File: config.mk
export PLATFORM = sky130hd
export DESIGN_NAME = contactless_rx_status_regs
export DESIGN_NICKNAME = d
export VERILOG_FILES = /design/src/core/rx_status_pkg.sv /design/src/core/contactless_rx_status_regs.sv
export SDC_FILE = /design/constraint.sdc
export NUM_CORES = 1
export LEC_CHECK = 0
export BUFFER_PORTS_ARGS = -buffer_cell sky130_fd_sc_hd__buf_2
export CAP_MARGIN = 20
export CORE_UTILIZATION = 28
export DETAILED_ROUTE_END_ITERATION = 7
export SETUP_SLACK_MARGIN = 0.3
export SLEW_MARGIN = 20
export SYNTH_ARGS = -nofsm -noshare
export SYNTH_HDL_FRONTEND = slang
export SYNTH_SLANG_ARGS = --single-unit
File: constraint.sdc
create_clock -name pclk -period 4.6 [get_ports pclk]
set_input_delay 0.46 -clock pclk [delete_from_list [all_inputs] [get_ports pclk]]
set_output_delay 0.46 -clock pclk [all_outputs]
set_load 0.01 [all_outputs]
File: src/core/rx_status_pkg.sv
// Package for the receiver status and bit-control register group.
// Assumes a 100 MHz pclk and an APB master with 32-bit data.
//
// What this block does
// - The cipher-active bit is set only by the classic authentication command, and writing it to zero turns the cipher off.
// - The link state field shows idle 000b, transmit wait 001b, transmitting 011b, receive wait 101b, wait for data 110b, receiving 111b, never 100b.
// - With keep-bits-after-collision at zero, every bit received after a collision is stored as zero.
// - The first received bit lands at the first-bit position, and later bits fill upward into the next byte.
// - A first-bit position of zero means byte-oriented reception, any other value bit-oriented.
// - While collision-as-integrity-error is set, a collision raises the integrity error flag.
// - In bit-oriented reception the last-valid-bits field gives the valid bit count of the final byte, zero meaning a whole byte;
//   otherwise it is cleared at frame start and then holds any value written to it.
// - The collision-position-valid flag is one only when the position field holds a valid position.
// - The collision position is the zero-based index of the first collided data bit, covering 8 bytes up to 3Fh.
// - A nonzero first-bit position is added into the reported collision position.
// - On a timer run-control write, bits 3..0 enable the update of bits 7..4.
// - Each upper timer run-control bit shows its timer running, and a masked write starts or stops it.
// - When a collision is detected, the first collision position is recorded.
`default_nettype none
package rx_status_pkg;
    // ----------------------------------------------------------------
    // Register byte addresses (index times four)
    // ----------------------------------------------------------------
    localparam logic [7:0] IDX_LINK_STATUS = 8'h0B;
    localparam logic [7:0] IDX_RX_BIT_CONTROL = 8'h0C;
    localparam logic [7:0] IDX_COLLISION_POSITION = 8'h0D;
    localparam logic [7:0] IDX_TIMER_RUN_CONTROL = 8'h0E;
    localparam logic [7:0] IDX_IRQ_STATUS = 8'h20;
    localparam logic [7:0] IDX_IRQ_MASK = 8'h21;
    localparam logic [9:0] ADDR_LINK_STATUS = {IDX_LINK_STATUS, 2'b00};
    localparam logic [9:0] ADDR_RX_BIT_CONTROL = {IDX_RX_BIT_CONTROL, 2'b00};
    localparam logic [9:0] ADDR_COLLISION_POSITION =
        {IDX_COLLISION_POSITION, 2'b00};
    localparam logic [9:0] ADDR_TIMER_RUN_CONTROL =
        {IDX_TIMER_RUN_CONTROL, 2'b00};
    localparam logic [9:0] ADDR_IRQ_STATUS = {IDX_IRQ_STATUS, 2'b00};
    localparam logic [9:0] ADDR_IRQ_MASK = {IDX_IRQ_MASK, 2'b00};
    // ----------------------------------------------------------------
    // Field positions
    // ----------------------------------------------------------------
    localparam int CIPHER_BIT = 5;
    localparam int KEEP_BIT = 7;
    localparam int ALIGN_LSB = 4;
    localparam int INTEG_COLL_BIT = 3;
    localparam int VALID_BIT = 7;
    localparam int RUN_LSB = 4;
    localparam logic [6:0] COLL_INDEX_MAX = 7'h3F;
    // ----------------------------------------------------------------
    // Reset values
    // ----------------------------------------------------------------
    localparam logic [7:0] RST_RX_BIT_CONTROL = 8'h00;
    localparam logic [7:0] RST_COLLISION = 8'h00;
    localparam logic [3:0] RST_RUN = 4'h0;
    localparam logic [3:0] RST_IRQ = 4'h0;
    // Interrupt status bits
    localparam int EV_COLL = 0;
    localparam int EV_INTEG = 1;
    localparam int EV_RX_END = 2;
    localparam int EV_CIPHER_OFF = 3;
    // ----------------------------------------------------------------
    // Link states, one-hot, with their reported codes
    // ----------------------------------------------------------------
    typedef enum logic [5:0] {
        ST_IDLE = 6'b000001,
        ST_TX_WAIT = 6'b000010,
        ST_TX = 6'b000100,
        ST_RX_WAIT = 6'b001000,
        ST_WAIT_DATA = 6'b010000,
        ST_RX = 6'b100000
    } link_state_t;
    localparam logic [2:0] CODE_IDLE = 3'h0;
    localparam logic [2:0] CODE_TX_WAIT = 3'h1;
    localparam logic [2:0] CODE_TX = 3'h3;
    localparam logic [2:0] CODE_RX_WAIT = 3'h5;
    localparam logic [2:0] CODE_WAIT_DATA = 3'h6;
    localparam logic [2:0] CODE_RX = 3'h7;
endpackage
`default_nettype wire

File: src/core/contactless_rx_status_regs.sv
// Receiver status, bit control, collision and timer run-control registers.
// Assumes an APB master on pclk and a receive decoder giving one bit per
// strobe, same clock domain.
`default_nettype none
module contactless_rx_status_regs
    import rx_status_pkg::*;
(
    input wire logic pclk,
    input wire logic presetn,
    input wire logic psel,
    input wire logic penable,
    input wire logic pwrite,
    input wire logic [11:0] paddr,
    input wire logic [31:0] pwdata,
    output logic [31:0] prdata,
    output logic pready,
    output logic pslverr,
    input wire logic classic_auth_command,
    input wire logic tx_start,
    input wire logic tx_begin,
    input wire logic tx_done,
    input wire logic rx_begin,
    input wire logic rx_start,
    input wire logic rx_bit_valid,
    input wire logic rx_bit,
    input wire logic rx_bit_collision,
    input wire logic rx_end,
    input wire logic [3:0] timer_stop,
    output logic cipher_active,
    output logic [3:0] timer_running,
    output logic bit_oriented,
    output logic store_valid,
    output logic [2:0] store_pos,
    output logic store_bit,
    output logic store_byte_next,
    output logic integrity_error,
    output logic collision_detected,
    output logic irq
);
    // ----------------------------------------------------------------
    // Bus decode
    // ----------------------------------------------------------------
    logic wr_en;
    logic rd_en;
    logic [7:0] wbyte;
    logic [9:0] waddr;
    assign wr_en = psel && penable && pwrite && paddr[1:0] == 2'b00;
    assign rd_en = psel && penable && !pwrite;
    assign wbyte = pwdata[7:0];
    assign waddr = paddr[11:2];
    assign pready = 1'b1;

    function automatic logic hit(input logic [9:0] a, input logic [9:0] r);
        hit = (a == {2'b00, r[9:2]});
    endfunction

    logic mapped;
    assign mapped = hit(waddr, ADDR_LINK_STATUS)
        || hit(waddr, ADDR_RX_BIT_CONTROL)
        || hit(waddr, ADDR_COLLISION_POSITION)
        || hit(waddr, ADDR_TIMER_RUN_CONTROL)
        || hit(waddr, ADDR_IRQ_STATUS) || hit(waddr, ADDR_IRQ_MASK)
        || paddr[1:0] != 2'b00;
    assign pslverr = psel && penable && !(mapped && paddr[1:0] == 2'b00);

    // ----------------------------------------------------------------
    // Link state machine
    // ----------------------------------------------------------------
    link_state_t state_r;
    logic [2:0] link_state;
    always_ff @(posedge pclk or negedge presetn) begin
        if (!presetn) begin
            state_r <= ST_IDLE;
        end else begin
            case (state_r)
                ST_IDLE: if (tx_start) state_r <= ST_TX_WAIT;
                    else if (rx_start) state_r <= ST_WAIT_DATA;
                ST_TX_WAIT: if (tx_begin) state_r <= ST_TX;
                ST_TX: if (tx_done) state_r <= ST_RX_WAIT;
                ST_RX_WAIT: if (rx_start) state_r <= ST_WAIT_DATA;
                ST_WAIT_DATA: if (rx_begin) state_r <= ST_RX;
                ST_RX: if (rx_end) state_r <= ST_IDLE;
                default: state_r <= ST_IDLE;
            endcase
        end
    end
    always_comb begin
        case (state_r)
            ST_TX_WAIT: link_state = CODE_TX_WAIT;
            ST_TX: link_state = CODE_TX;
            ST_RX_WAIT: link_state = CODE_RX_WAIT;
            ST_WAIT_DATA: link_state = CODE_WAIT_DATA;
            ST_RX: link_state = CODE_RX;
            default: link_state = CODE_IDLE;
        endcase
    end
    logic receiving;
    assign receiving = (state_r == ST_RX);

    // ----------------------------------------------------------------
    // Cipher active bit
    // ----------------------------------------------------------------
    logic cipher_r;
    logic cipher_clr;
    assign cipher_clr = wr_en && hit(waddr, ADDR_LINK_STATUS)
        && !wbyte[CIPHER_BIT];
    always_ff @(posedge pclk or negedge presetn) begin
        if (!presetn) begin
            cipher_r <= 1'b0;
        end else if (classic_auth_command) begin
            cipher_r <= 1'b1;
        end else if (cipher_clr) begin
            cipher_r <= 1'b0;
        end
    end
    assign cipher_active = cipher_r;

    // ----------------------------------------------------------------
    // Receiver bit control
    // ----------------------------------------------------------------
    logic keep_r;
    logic [2:0] align_r;
    logic integ_coll_r;
    logic [2:0] last_bits_r;
    logic [2:0] pos_r;
    always_ff @(posedge pclk or negedge presetn) begin
        if (!presetn) begin
            keep_r <= RST_RX_BIT_CONTROL[KEEP_BIT];
            align_r <= RST_RX_BIT_CONTROL[ALIGN_LSB +: 3];
            integ_coll_r <= RST_RX_BIT_CONTROL[INTEG_COLL_BIT];
        end else if (wr_en && hit(waddr, ADDR_RX_BIT_CONTROL)) begin
            keep_r <= wbyte[KEEP_BIT];
            align_r <= wbyte[ALIGN_LSB +: 3];
            integ_coll_r <= wbyte[INTEG_COLL_BIT];
        end
    end
    assign bit_oriented = (align_r != 3'h0);

    always_ff @(posedge pclk or negedge presetn) begin
        if (!presetn) begin
            last_bits_r <= RST_RX_BIT_CONTROL[2:0];
        end else if (rx_begin) begin
            last_bits_r <= 3'h0;
        end else if (rx_end && receiving && bit_oriented) begin
            last_bits_r <= pos_r;
        end else if (wr_en && hit(waddr, ADDR_RX_BIT_CONTROL)) begin
            last_bits_r <= wbyte[2:0];
        end
    end

    // ----------------------------------------------------------------
    // Bit placement and collision tracking
    // ----------------------------------------------------------------
    logic coll_seen_r;
    logic [6:0] bit_cnt_r;
    logic cnt_ovf_r;
    logic [6:0] coll_pos_r;
    logic coll_valid_r;
    logic coll_det_r;
    logic integ_r;
    logic take_bit;
    logic first_coll;
    assign take_bit = receiving && rx_bit_valid;
    assign first_coll = take_bit && rx_bit_collision && !coll_seen_r;

    always_ff @(posedge pclk or negedge presetn) begin
        if (!presetn) begin
            pos_r <= 3'h0;
            bit_cnt_r <= 7'h00;
            cnt_ovf_r <= 1'b0;
            coll_seen_r <= 1'b0;
        end else if (rx_begin) begin
            pos_r <= align_r;
            bit_cnt_r <= {4'h0, align_r};
            cnt_ovf_r <= 1'b0;
            coll_seen_r <= 1'b0;
        end else if (take_bit) begin
            pos_r <= pos_r + 3'h1;
            if (bit_cnt_r == 7'h7F) begin
                cnt_ovf_r <= 1'b1;
            end
            bit_cnt_r <= bit_cnt_r + 7'h01;
            if (rx_bit_collision) begin
                coll_seen_r <= 1'b1;
            end
        end
    end

    always_ff @(posedge pclk or negedge presetn) begin
        if (!presetn) begin
            store_valid <= 1'b0;
            store_pos <= 3'h0;
            store_bit <= 1'b0;
            store_byte_next <= 1'b0;
        end else begin
            store_valid <= take_bit;
            store_pos <= pos_r;
            store_byte_next <= take_bit && (pos_r == 3'h7);
            store_bit <= rx_bit && !(coll_seen_r && !keep_r);
        end
    end

    always_ff @(posedge pclk or negedge presetn) begin
        if (!presetn) begin
            coll_pos_r <= RST_COLLISION[6:0];
            coll_valid_r <= RST_COLLISION[VALID_BIT];
            coll_det_r <= 1'b0;
            integ_r <= 1'b0;
        end else if (rx_begin) begin
            coll_pos_r <= 7'h00;
            coll_valid_r <= 1'b0;
            coll_det_r <= 1'b0;
            integ_r <= 1'b0;
        end else if (first_coll) begin
            coll_det_r <= 1'b1;
            coll_pos_r <= bit_cnt_r;
            coll_valid_r <= !cnt_ovf_r
                && (bit_cnt_r <= COLL_INDEX_MAX);
            if (integ_coll_r) begin
                integ_r <= 1'b1;
            end
        end
    end
    assign collision_detected = coll_det_r;
    assign integrity_error = integ_r;

    // ----------------------------------------------------------------
    // Timer run control
    // ----------------------------------------------------------------
    logic [3:0] run_r;
    logic [3:0] wmask;
    assign wmask = (wr_en && hit(waddr, ADDR_TIMER_RUN_CONTROL))
        ? wbyte[3:0] : 4'h0;
    always_ff @(posedge pclk or negedge presetn) begin
        if (!presetn) begin
            run_r <= RST_RUN;
        end else begin
            run_r <= (wmask & wbyte[RUN_LSB +: 4])
                | (~wmask & run_r & ~timer_stop);
        end
    end
    assign timer_running = run_r;

    // ----------------------------------------------------------------
    // Interrupts
    // ----------------------------------------------------------------
    logic [3:0] irq_stat_r;
    logic [3:0] irq_mask_r;
    logic [3:0] ev;
    logic [3:0] clr;
    assign ev = {cipher_clr && cipher_r, rx_end && receiving,
        first_coll && integ_coll_r, first_coll};
    assign clr = (wr_en && hit(waddr, ADDR_IRQ_STATUS)) ? wbyte[3:0] : 4'h0;
    always_ff @(posedge pclk or negedge presetn) begin
        if (!presetn) begin
            irq_stat_r <= RST_IRQ;
        end else begin
            irq_stat_r <= ev | (irq_stat_r & ~clr);
        end
    end
    always_ff @(posedge pclk or negedge presetn) begin
        if (!presetn) begin
            irq_mask_r <= RST_IRQ;
        end else if (wr_en && hit(waddr, ADDR_IRQ_MASK)) begin
            irq_mask_r <= wbyte[3:0];
        end
    end
    assign irq = |(irq_stat_r & irq_mask_r);

    // ----------------------------------------------------------------
    // Read data
    // ----------------------------------------------------------------
    logic [7:0] rbyte;
    always_comb begin
        rbyte = 8'h00;
        if (paddr[1:0] != 2'b00) begin
            rbyte = 8'h00;
        end else if (hit(waddr, ADDR_LINK_STATUS)) begin
            rbyte = {2'b00, cipher_r, 2'b00, link_state};
        end else if (hit(waddr, ADDR_RX_BIT_CONTROL)) begin
            rbyte = {keep_r, align_r, integ_coll_r, last_bits_r};
        end else if (hit(waddr, ADDR_COLLISION_POSITION)) begin
            rbyte = {coll_valid_r, coll_pos_r};
        end else if (hit(waddr, ADDR_TIMER_RUN_CONTROL)) begin
            rbyte = {run_r, 4'h0};
        end else if (hit(waddr, ADDR_IRQ_STATUS)) begin
            rbyte = {4'h0, irq_stat_r};
        end else if (hit(waddr, ADDR_IRQ_MASK)) begin
            rbyte = {4'h0, irq_mask_r};
        end
    end
    always_ff @(posedge pclk or negedge presetn) begin
        if (!presetn) begin
            prdata <= 32'h0000_0000;
        end else if (psel && !penable && !pwrite) begin
            prdata <= {24'h00_0000, rbyte};
        end
    end

    // ----------------------------------------------------------------
    // Checks
    // ----------------------------------------------------------------
    a_cipher_clear: assert property (@(posedge pclk) disable iff (!presetn)
        cipher_clr && !classic_auth_command |=> !cipher_active)
        else $error("cipher not cleared");
    a_cipher_set_only: assert property (@(posedge pclk)
        disable iff (!presetn)
        $rose(cipher_active) |-> $past(classic_auth_command))
        else $error("cipher set without auth");
    a_state_code: assert property (@(posedge pclk) disable iff (!presetn)
        rx_begin && state_r == ST_WAIT_DATA |=>
        link_state == CODE_RX && link_state != 3'h4)
        else $error("bad link state code");
    a_zero_fill: assert property (@(posedge pclk) disable iff (!presetn)
        take_bit && coll_seen_r && !keep_r |=> !store_bit)
        else $error("bit after collision not zeroed");
    a_first_pos: assert property (@(posedge pclk) disable iff (!presetn)
        rx_begin ##1 (take_bit && !rx_begin) |=>
        store_pos == $past(align_r, 2))
        else $error("first bit misplaced");
    a_mode_sel: assert property (@(posedge pclk) disable iff (!presetn)
        bit_oriented == (align_r != 3'h0))
        else $error("mode select wrong");
    a_integ_coll: assert property (@(posedge pclk) disable iff (!presetn)
        first_coll && integ_coll_r && !rx_begin |=> integrity_error)
        else $error("collision not integrity error");
    a_last_clear: assert property (@(posedge pclk) disable iff (!presetn)
        rx_begin |=> last_bits_r == 3'h0)
        else $error("last bits not cleared");
    a_coll_record: assert property (@(posedge pclk) disable iff (!presetn)
        first_coll && !rx_begin |=> collision_detected
        && coll_pos_r == $past(bit_cnt_r))
        else $error("collision position wrong");
    a_valid_range: assert property (@(posedge pclk) disable iff (!presetn)
        coll_valid_r |-> coll_pos_r <= COLL_INDEX_MAX)
        else $error("valid flag out of range");
    a_run_mask: assert property (@(posedge pclk) disable iff (!presetn)
        wmask == 4'h0 && timer_stop == 4'h0 |=> $stable(timer_running))
        else $error("unmasked run bit changed");
    c_collision: cover property (@(posedge pclk) first_coll);
    c_bit_frame: cover property (@(posedge pclk)
        rx_end && receiving && bit_oriented);
    c_timer_start: cover property (@(posedge pclk) $rose(timer_running[0]));
    c_irq: cover property (@(posedge pclk) $rose(irq));
endmodule
`default_nettype wire

==> impl_metrics.py, run 1 <==
metrics = {
    "final_layout": {
        "drive_above_1_share": 0.250,
        "fillers": 1340,
        "utilization": 0.341,
        "final_cell_area_sq_mm": 0.00433,
        "multi_input_area_sq_mm": 0.00188,
        "antenna_cells": 0,
        "nNetsFinal": 494,
        "layout_common_cells": "62 x dfrtp_1, 62 x buf_2, 25 x o21ai_0, 25 x conb_1, 23 x nand2_1",
        "regArea_sq_mm": 0.00158,
        "areaGrowthSynthToFinish_pct": 17.8,
    },
    "synthesis": {
        "synth_xor_area_frac": 0.0143,
        "synth_area_sq_mm": 0.00368,
        "synth_edf_count": 0,
        "ys_seq_area_frac": 0.429,
        "synth_warnings": 0,
        "async_reset_ff_frac": 1.00,
        "ys_ff_latch": 63,
        "netlist_instances": 373,
        "synth_simple_gate_area_share": 0.218,
        "netlist-cell-type-count": 63,
        "muxShareOfSynthArea": 0.0765,
        "synth_compound_area_frac": 0.165,
        "avgSynthCellArea_sq_um": 9.86,
        "synthAdderAreaFrac": 0.0102,
        "synth_top_family_by_area": "simple AND/OR/NAND/NOR gates",
        "synth_ff_type": "dfrtp_1",
    },
    "global_routing": {
        "antenna_found_initial": 0,
        "grt_max_degree": 43,
        "grt_pass1_wl_um": 14800,
        "overflow": 0,
        "grt_usage": 0.144,
        "first_global_vias": 2771,
    },
    "die": {
        "die_w_um": 117,
        "initial_utilization": 0.289,
        "die_h_um": 117,
        "dieArea_sq_mm": 0.0136,
        "io_pins": 112,
        "rows": 41,
        "core_sq_mm": 0.0127,
    },
    "cts": {
        "hold_buffers": 0,
        "cts-root-buf": "clkbuf_16",
        "postCtsSetupRepairBufs": 0,
        "insertion_delay_ns": 0.32,
        "cts_resized": 0,
        "cts_max_level": 3,
        "cts_buffers": 9,
        "cts_buffer_depth": 2,
        "clock-sinks": 63,
        "cts_tree": "yes",
        "clk_pin_slew_ns": 0.05,
    },
    "run_status": {
        "status": "finished, final reports clean",
    },
    "place": {
        "place.gp.congestion": 0.891,
        "port_buffers": 62,
        "post_dp_cell_area_sq_mm": 0.00404,
        "hpwl_um": 7170,
    },
    "worst_hold_path": {
        "hold_class": "primary input to asynchronous set/reset pin",
    },
    "run": {
        "max-cap-violations": 0,
    },
    "timing": {
        "timing.fmax_ghz": 0.393,
        "maxSlewViolCount": 0,
        "finalSetupViolations": 0,
        "worst_pin_slew_ns": 0.895,
        "hold_violations": 0,
        "finalSetupTns_ns": 0,
        "post-route-period-util": 0.553,
        "fin_worst_skew_ns": 0.00824,
        "maxSlewHeadroom": 0.402,
        "rsz0062_at_grt": "no",
        "min_period_ns": 2.54,
    },
    "worst_setup_path": {
        "end_kind": "flip-flop",
        "rr_startpoint": "state_r[4]",
        "worstRegToRegCells": 4,
        "required_ns": 4.85,
        "startpoint_type": "flip-flop",
        "crit_arrival_ns": 2.79,
        "critical_path_class": "flip-flop to flip-flop",
        "setup.worst_path.start": "state_r[4]",
        "cp_max_fo": 15,
    },
    "route": {
        "wire_per_inst_um": 15.7,
        "ant_nets": 0,
        "drtPass1Iterations": 5,
        "drtIter0Drc": 163,
        "post-route-drc-count": 0,
        "routed_wl_um": 9470,
        "vias": 3052,
        "vias_per_cell": 5.05,
    },
    "power": {
        "p_leak_nw": 2.01,
        "vdd_drop_max_v": 0.000165,
        "power.density_mw_per_mm2": 375,
    },
}
-- area by class of cell --
cell class,count,area share
sequential,63,0.364
multi-input combinational,278,0.433
clock buffer,12,0.0592
timing repair buffer,63,0.0733
clock inverter,3,0.00982
tap,172,0.0497
inverter,13,0.0113
-- layer usage --
metal | wire length [um] | GRT usage
met4 | 57 | 0.0354
met1 | 4660 | 0.209
met2 | 4150 | 0.214
met5 | 0 | 0
met3 | 607 | 0.0363
-- sequential cells by signal, indices dropped and copies added, names as in the netlist --
signal	cells
cnt_ovf_r	1
state_r	6
store_bit	1
store_valid	1
store_byte_next	1
collision_detected	1
last_bits_r	3
bit_cnt_r	7
cipher_active	1
integrity_error	1
coll_pos_r	7
align_r	3
irq_stat_r	4
coll_seen_r	1
irq_mask_r	4
keep_r	1
pos_r	3
timer_running	4
coll_valid_r	1
prdata	8
integ_coll_r	1
store_pos	3
-- final timing paths --
check	slack, ns	to
worst max-delay path	2.06	coll_valid_r
worst min-delay path	0.1	state_r[4]
worst max register to register	2.06	coll_valid_r
worst min register to register	0.45	store_pos[2]
max in group asynchronous	3.59	cnt_ovf_r
min in group pclk	0.32	cipher_active
-- kinds of logic after synthesis --
logic type                 after synthesis
muxes                                   26
other                                    2
and+or+nand+nor                        129
DFF                                     63
adders and majority gates                3
AOI/OAI and AO/OA                       89
buffers and inverters                   55
xor gates and xnor gates                 6
-- power breakdown --
part | internal [W] | switching, W | leakage, nW
sequential | 0.000592 | 0.0000807 | 0.851
combinational | 0.000116 | 0.000154 | 1.02
clock | 0.000445 | 0.000235 | 0.145
total | 0.00115 | 0.000470 | 2.01
-- metrics by stage --
stage	std cells	total power (W)	worst slack, ns	hold WS, ns
4_1_cts	604	0.00164	2.04	0.112
3_3_place_gp	589	0.000944	2.09	0.443
6_report	604	0.00162	2.06	0.0996
2_1_floorplan	396	0.000882	2.66	0.164
5_1_grt	604	0.00171	1.83	0.135
3_5_place_dp	589	0.000952	2.06	0.436
-- cells in the mapped netlist, types with 8 or more instances --
master | number | area, sq um
clkbuf_1 | 12 | 45.0
buf_4 | 27 | 203
mux2_2 | 17 | 191
nand4_1 | 14 | 87.6
inv_1 | 12 | 45.0
nor2_1 | 20 | 75.1
o21ai_0 | 25 | 125
nor2b_1 | 11 | 68.8
nand2_1 | 23 | 86.3
o41ai_1 | 8 | 70.1
mux2i_1 | 9 | 90.1
a21oi_1 | 12 | 60.1
dfrtp_1 | 62 | 1550
-- critical path, cell delays in order, from the launching register on --
cell and delay, ns:
dfrtp_1 0.55, nor3_4 0.44, nand4_1 0.65, or4_1 0.70, a21oi_1 0.13
Note: power is estimated with default switching activity, not from simulation.
==> run 2, diff against run 1 <==
==> constraint.sdc (replaced) <==
create_clock -name pclk -period 2.5 [get_ports pclk]
set_input_delay 0.25 -clock pclk [delete_from_list [all_inputs] [get_ports pclk]]
set_output_delay 0.25 -clock pclk [all_outputs]
set_load 0.01 [all_outputs]
==> impl_metrics.py, run 2 (synthesis results as in run 1) <==
metrics = {
    "timing": {
        "fin_worst_skew_ns": 0.00668,
        "min_period_ns": 1.94,
        "finalSetupTns_ns": 0,
        "maxSlewHeadroom": 0.383,
        "timing.fmax_ghz": 0.515,
        "maxSlewViolCount": 0,
        "worst_pin_slew_ns": 0.926,
        "rsz0062_at_grt": "no",
        "hold_violations": 0,
        "holdWs_ns": 0.0492,
        "finalSetupViolations": 0,
        "post-route-period-util": 0.776,
    },
    "die": {
        "core_sq_mm": 0.0127,
        "io_pins": 112,
        "initial_utilization": 0.289,
        "die_w_um": 117,
        "die_h_um": 117,
        "dieArea_sq_mm": 0.0136,
        "rows": 41,
    },
    "final_layout": {
        "layout_common_cells": "62 x dfrtp_1, 62 x buf_2, 25 x o21ai_0, 25 x conb_1, 23 x nand2_1",
        "areaGrowthSynthToFinish_pct": 20.5,
        "antenna_cells": 0,
        "largest_reg_flops": 8,
        "largestRegisters": "prdata: 8 flops, bit_cnt_r: 7 flops, coll_pos_r: 7 flops",
        "nNetsFinal": 503,
        "drive_above_1_share": 0.269,
        "top_register": "prdata",
    },
    "worst_setup_path": {
        "required_ns": 2.75,
        "end_kind": "flip-flop",
        "path_cells": "nor3b_4 > nand3_4 > or4_1 > a21oi_1",
        "cp_max_fo": 14,
        "slowest_delay_ns": 0.55,
        "cp_slowest_cell": "dfrtp_1",
        "startpoint_type": "flip-flop",
        "critical_path_class": "flip-flop to flip-flop",
        "crit_arrival_ns": 2.19,
    },
    "cts": {
        "cts_tree": "yes",
        "postCtsSetupRepairBufs": 0,
        "hold_buffers": 0,
        "cts_buffers": 9,
        "cts_buffer_depth": 2,
        "clk_pin_slew_ns": 0.06,
        "clock-sinks": 63,
        "insertion_delay_ns": 0.33,
        "cts_max_level": 3,
        "cts-root-buf": "clkbuf_16",
        "cts_resized": 0,
    },
    "route": {
        "wire_per_inst_um": 16.1,
        "vias_per_cell": 5.09,
        "drtPass1Iterations": 4,
        "ant_nets": 0,
        "routed_wl_um": 9860,
        "drtIter0Drc": 193,
        "post-route-drc-count": 0,
        "vias": 3127,
    },
    "global_routing": {
        "grt_max_degree": 41,
        "grt_usage": 0.154,
        "first_global_vias": 2909,
        "overflow": 0,
        "grt_pass1_wl_um": 15800,
        "antenna_found_initial": 0,
    },
    "power": {
        "vdd_drop_max_v": 0.000314,
        "p_sw_w": 0.000930,
        "internal_power_w": 0.00222,
        "p_leak_nw": 2.07,
        "clkPwrFrac": 0.441,
        "power_frac_seq": 0.387,
        "p_comb_frac": 0.172,
        "power.density_mw_per_mm2": 711,
        "p_sw_frac": 0.295,
    },
    "worst_hold_path": {
        "hold_class": "primary input to asynchronous set/reset pin",
    },
    "place": {
        "place.gp.congestion": 0.886,
        "hpwl_um": 7530,
        "port_buffers": 62,
    },
    "run_status": {
        "status": "finished, final reports clean",
    },
    "run": {
        "max-cap-violations": 0,
    },
}
==> run 2: routing by layer <==
layer,GRT usage,vias to the layer above,share of wire
met2,0.237,111,0.44
li1,-,1475,-
met1,0.218,1535,0.49
met5,0,-,0
met3,0.0400,6,0.067
met4,0.0329,0,0.0066
==> run 2: layout make-up <==
| cell class | count | area (sq um) |
|---|---|---|
| Clock buffer | 10 | 239 |
| Clock inverter | 6 | 92.6 |
| Fill cell | 1318 | 8290 |
| Inverter | 13 | 48.8 |
| Multi-Input combinational cell | 278 | 1880 |
| Sequential cell | 63 | 1580 |
| Tap cell | 172 | 215 |
| Timing Repair Buffer | 72 | 385 |
==> run 2: path summary, 6_finish.rpt <==
check | startpoint | to | slack, ns | cells past startpoint
max in group asynchronous | presetn | state_r[1] | 1.73 | 2
worst min-delay path | presetn | state_r[2] | 0.05 | 1
worst max register to register | state_r[2] | bit_cnt_r[5] | 0.56 | 4
min in group pclk | classic_auth_command | cipher_active | 0.11 | 2
worst min register to register | pos_r[2] | store_pos[2] | 0.46 | 0
worst max-delay path | state_r[2] | bit_cnt_r[5] | 0.56 | 4
==> run 2: worst max-delay path, delay by kind of cell, from the launching register on <==
| family | cells | cell delay [ns] |
|---|---|---|
| AO/OA/AOI/OAI | 1 | 0.15 |
| flip-flops | 1 | 0.55 |
| AND/OR/NAND/NOR | 3 | 1.16 |
==> run 2: power by group through the flow <==
stage / combinational (W) / clock, W / sequential, W
after floorplan: 0.000456 / 0 / 0.00117
after global placement: 0.000529 / 0 / 0.00123
after detailed placement: 0.000541 / 0 / 0.00124
after CTS: 0.000542 / 0.00142 / 0.00122
after global routing: 0.000613 / 0.00146 / 0.00123
final: 0.000543 / 0.00139 / 0.00122
==> run 2: through the flow <==
| step | total power, W | cells | setup slack [ns] | area, sq um | utilization |
|---|---|---|---|---|---|
| after CTS | 0.00318 | 614 | 0.553 | 4430 | 0.349 |
| after floorplan | 0.00162 | 396 | 0.812 | 3760 | - |
| after global placement | 0.00176 | 598 | 0.607 | 4100 | 0.322 |
| after detailed placement | 0.00178 | 598 | 0.574 | 4100 | 0.322 |
| after global routing | 0.00331 | 614 | 0.432 | 4430 | 0.349 |
| final | 0.00315 | 614 | 0.560 | 4430 | 0.349 |
==> run 3, diff against run 2 <==
==> constraint.sdc (replaced) <==
create_clock -name pclk -period 1.6 [get_ports pclk]
set_input_delay 0.16 -clock pclk [delete_from_list [all_inputs] [get_ports pclk]]
set_output_delay 0.16 -clock pclk [all_outputs]
set_load 0.01 [all_outputs]
==> impl_metrics.py, run 3 (synthesis results as in run 1) <==
metrics = {
    "timing": {
        "hold_violations": 0,
        "timing.fmax_ghz": 0.596,
        "fin_ws_ns": -0.0772,
        "finalSetupViolations": 15,
        "post-route-period-util": 1.05,
        "maxSlewViolCount": 0,
        "fin_worst_skew_ns": 0.00877,
        "holdWs_ns": 0.0114,
        "min_period_ns": 1.68,
        "rsz0062_at_grt": "yes",
    },
    "worst_setup_path": {
        "required_ns": 1.86,
        "end_kind": "flip-flop",
        "slowest_delay_ns": 0.49,
        "path_cells": "nor3b_4 > buf_4 > nand4_1 > or4_1 > a21oi_1",
        "critical_path_class": "flip-flop to flip-flop",
        "startpoint_type": "flip-flop",
        "cp_slowest_cell": "or4_1",
        "crit_arrival_ns": 1.93,
        "cp_max_fo": 2,
    },
    "cts": {
        "clock-sinks": 63,
        "cts_buffers": 9,
        "cts-root-buf": "clkbuf_16",
        "cts_max_level": 3,
        "clk_pin_slew_ns": 0.06,
        "cts_buffer_depth": 2,
        "insertion_delay_ns": 0.33,
        "cts_tree": "yes",
    },
    "global_routing": {
        "grt_max_degree": 64,
        "grt_usage": 0.165,
        "grt_pass1_wl_um": 16700,
        "first_global_vias": 3136,
        "antenna_found_initial": 0,
        "overflow": 0,
    },
    "route": {
        "drtPass1Iterations": 5,
        "ant_nets": 0,
        "drtIter0Drc": 225,
        "vias": 3330,
        "routed_wl_um": 11200,
        "vias_per_cell": 4.95,
        "wire_per_inst_um": 16.6,
        "post-route-drc-count": 0,
    },
    "final_layout": {
        "largestRegisters": "prdata: 8 flops, bit_cnt_r: 7 flops, coll_pos_r: 7 flops",
        "top_register": "prdata",
        "drive_above_1_share": 0.435,
        "antenna_cells": 0,
        "nNetsFinal": 562,
        "final_common_cell": "dfrtp_1",
        "layout_common_cells": "61 x dfrtp_1, 55 x buf_2, 54 x buf_4",
        "fillers": 1221,
        "fin_cells": 673,
        "largest_reg_flops": 8,
        "areaGrowthSynthToFinish_pct": 46.1,
    },
    "die": {
        "dieArea_sq_mm": 0.0136,
        "initial_utilization": 0.289,
        "die_h_um": 117,
        "core_sq_mm": 0.0127,
        "die_w_um": 117,
        "io_pins": 112,
        "rows": 41,
    },
    "power": {
        "power.density_mw_per_mm2": 1070,
        "p_leak_nw": 2.55,
        "p_total_w": 0.00576,
        "vdd_drop_max_v": 0.000420,
    },
    "run": {
        "max-cap-violations": 0,
    },
    "run_status": {
        "status": "finished, violations left",
        "violations": "setup timing",
    },
    "place": {
        "place.gp.congestion": 0.873,
        "dpl.cell_count": 627,
        "port_buffers": 62,
        "hpwl_um": 7740,
    },
    "worst_hold_path": {
        "hold_class": "primary input to flip-flop",
    },
}
-- run 3: cell type report --
class / instances / area [sq um] / area share
well taps: 172 / 215 / 0.0400
multi-input cells: 278 / 2220 / 0.413
repair buffers: 131 / 963 / 0.179
clock inverters: 6 / 109 / 0.0203
clock buffers: 10 / 229 / 0.0426
inverters: 13 / 61.3 / 0.0114
flip-flops and latches: 63 / 1580 / 0.294
-- run 3: what timing repair did --
| item | in CTS | in global routing |
|---|---|---|
| hold buffers | 1 | 0 |
| resized for setup | 42 | 51 |
| pin swaps | 18 | 36 |
| hold endpoints to repair | 62 | 0 |
| buffers inserted | 11 | 16 |
| endpoints found under the setup margin | 44 | 49 |
| gates cloned | 1 | 1 |
-- run 3: stage by stage --
step	setup WS, ns	TNS, ns	cell area (sq um)	util
finish	-0.0772	-0.425	5380	0.423
global route	-0.138	-2.20	5380	0.423
CTS	-0.0228	-0.0510	5030	0.395
detailed placement	-0.0768	-0.374	4430	0.348
global placement	-0.0400	-0.221	4430	0.348
floorplan	0.0117	0	3880	-
-- run 3: layer usage --
| metal | GRT usage | vias up | routed length, um |
|---|---|---|---|
| met5 | 0 | - | 0 |
| met3 | 0.0317 | 9 | 571 |
| met4 | 0.0506 | 0 | 83 |
| met2 | 0.255 | 114 | 5170 |
| li1 | - | 1589 | - |
| met1 | 0.231 | 1618 | 5350 |
-- run 3: critical path, delay by kind of cell (launching register included) --
family	cells	cell delay [ns]
simple gates	3	0.88
flops	1	0.43
buf+inv	1	0.17
compound gates	1	0.13
-- run 3: worst paths after layout --
path                                      startpoint            end  slack (ns)  depth (start not counted)
worst min-delay path            classic_auth_command  cipher_active        0.01                          2
min in group asynchronous                    presetn     state_r[4]        0.39                          3
worst min register to register              pos_r[2]   store_pos[2]        0.47                          0
worst max-delay path                      state_r[2]   coll_valid_r       -0.08                          5
max in group asynchronous                    presetn     state_r[0]        0.92                          3
worst max register to register            state_r[2]   coll_valid_r       -0.08                          5
-- run 3: power breakdown --
part	total, W	switching (W)	leakage [nW]	internal (W)
combinational	0.00171	0.000857	1.53	0.000855
sequential	0.00181	0.000103	0.850	0.00171
clock	0.00223	0.000716	0.166	0.00152
total	0.00576	0.00168	2.55	0.00408
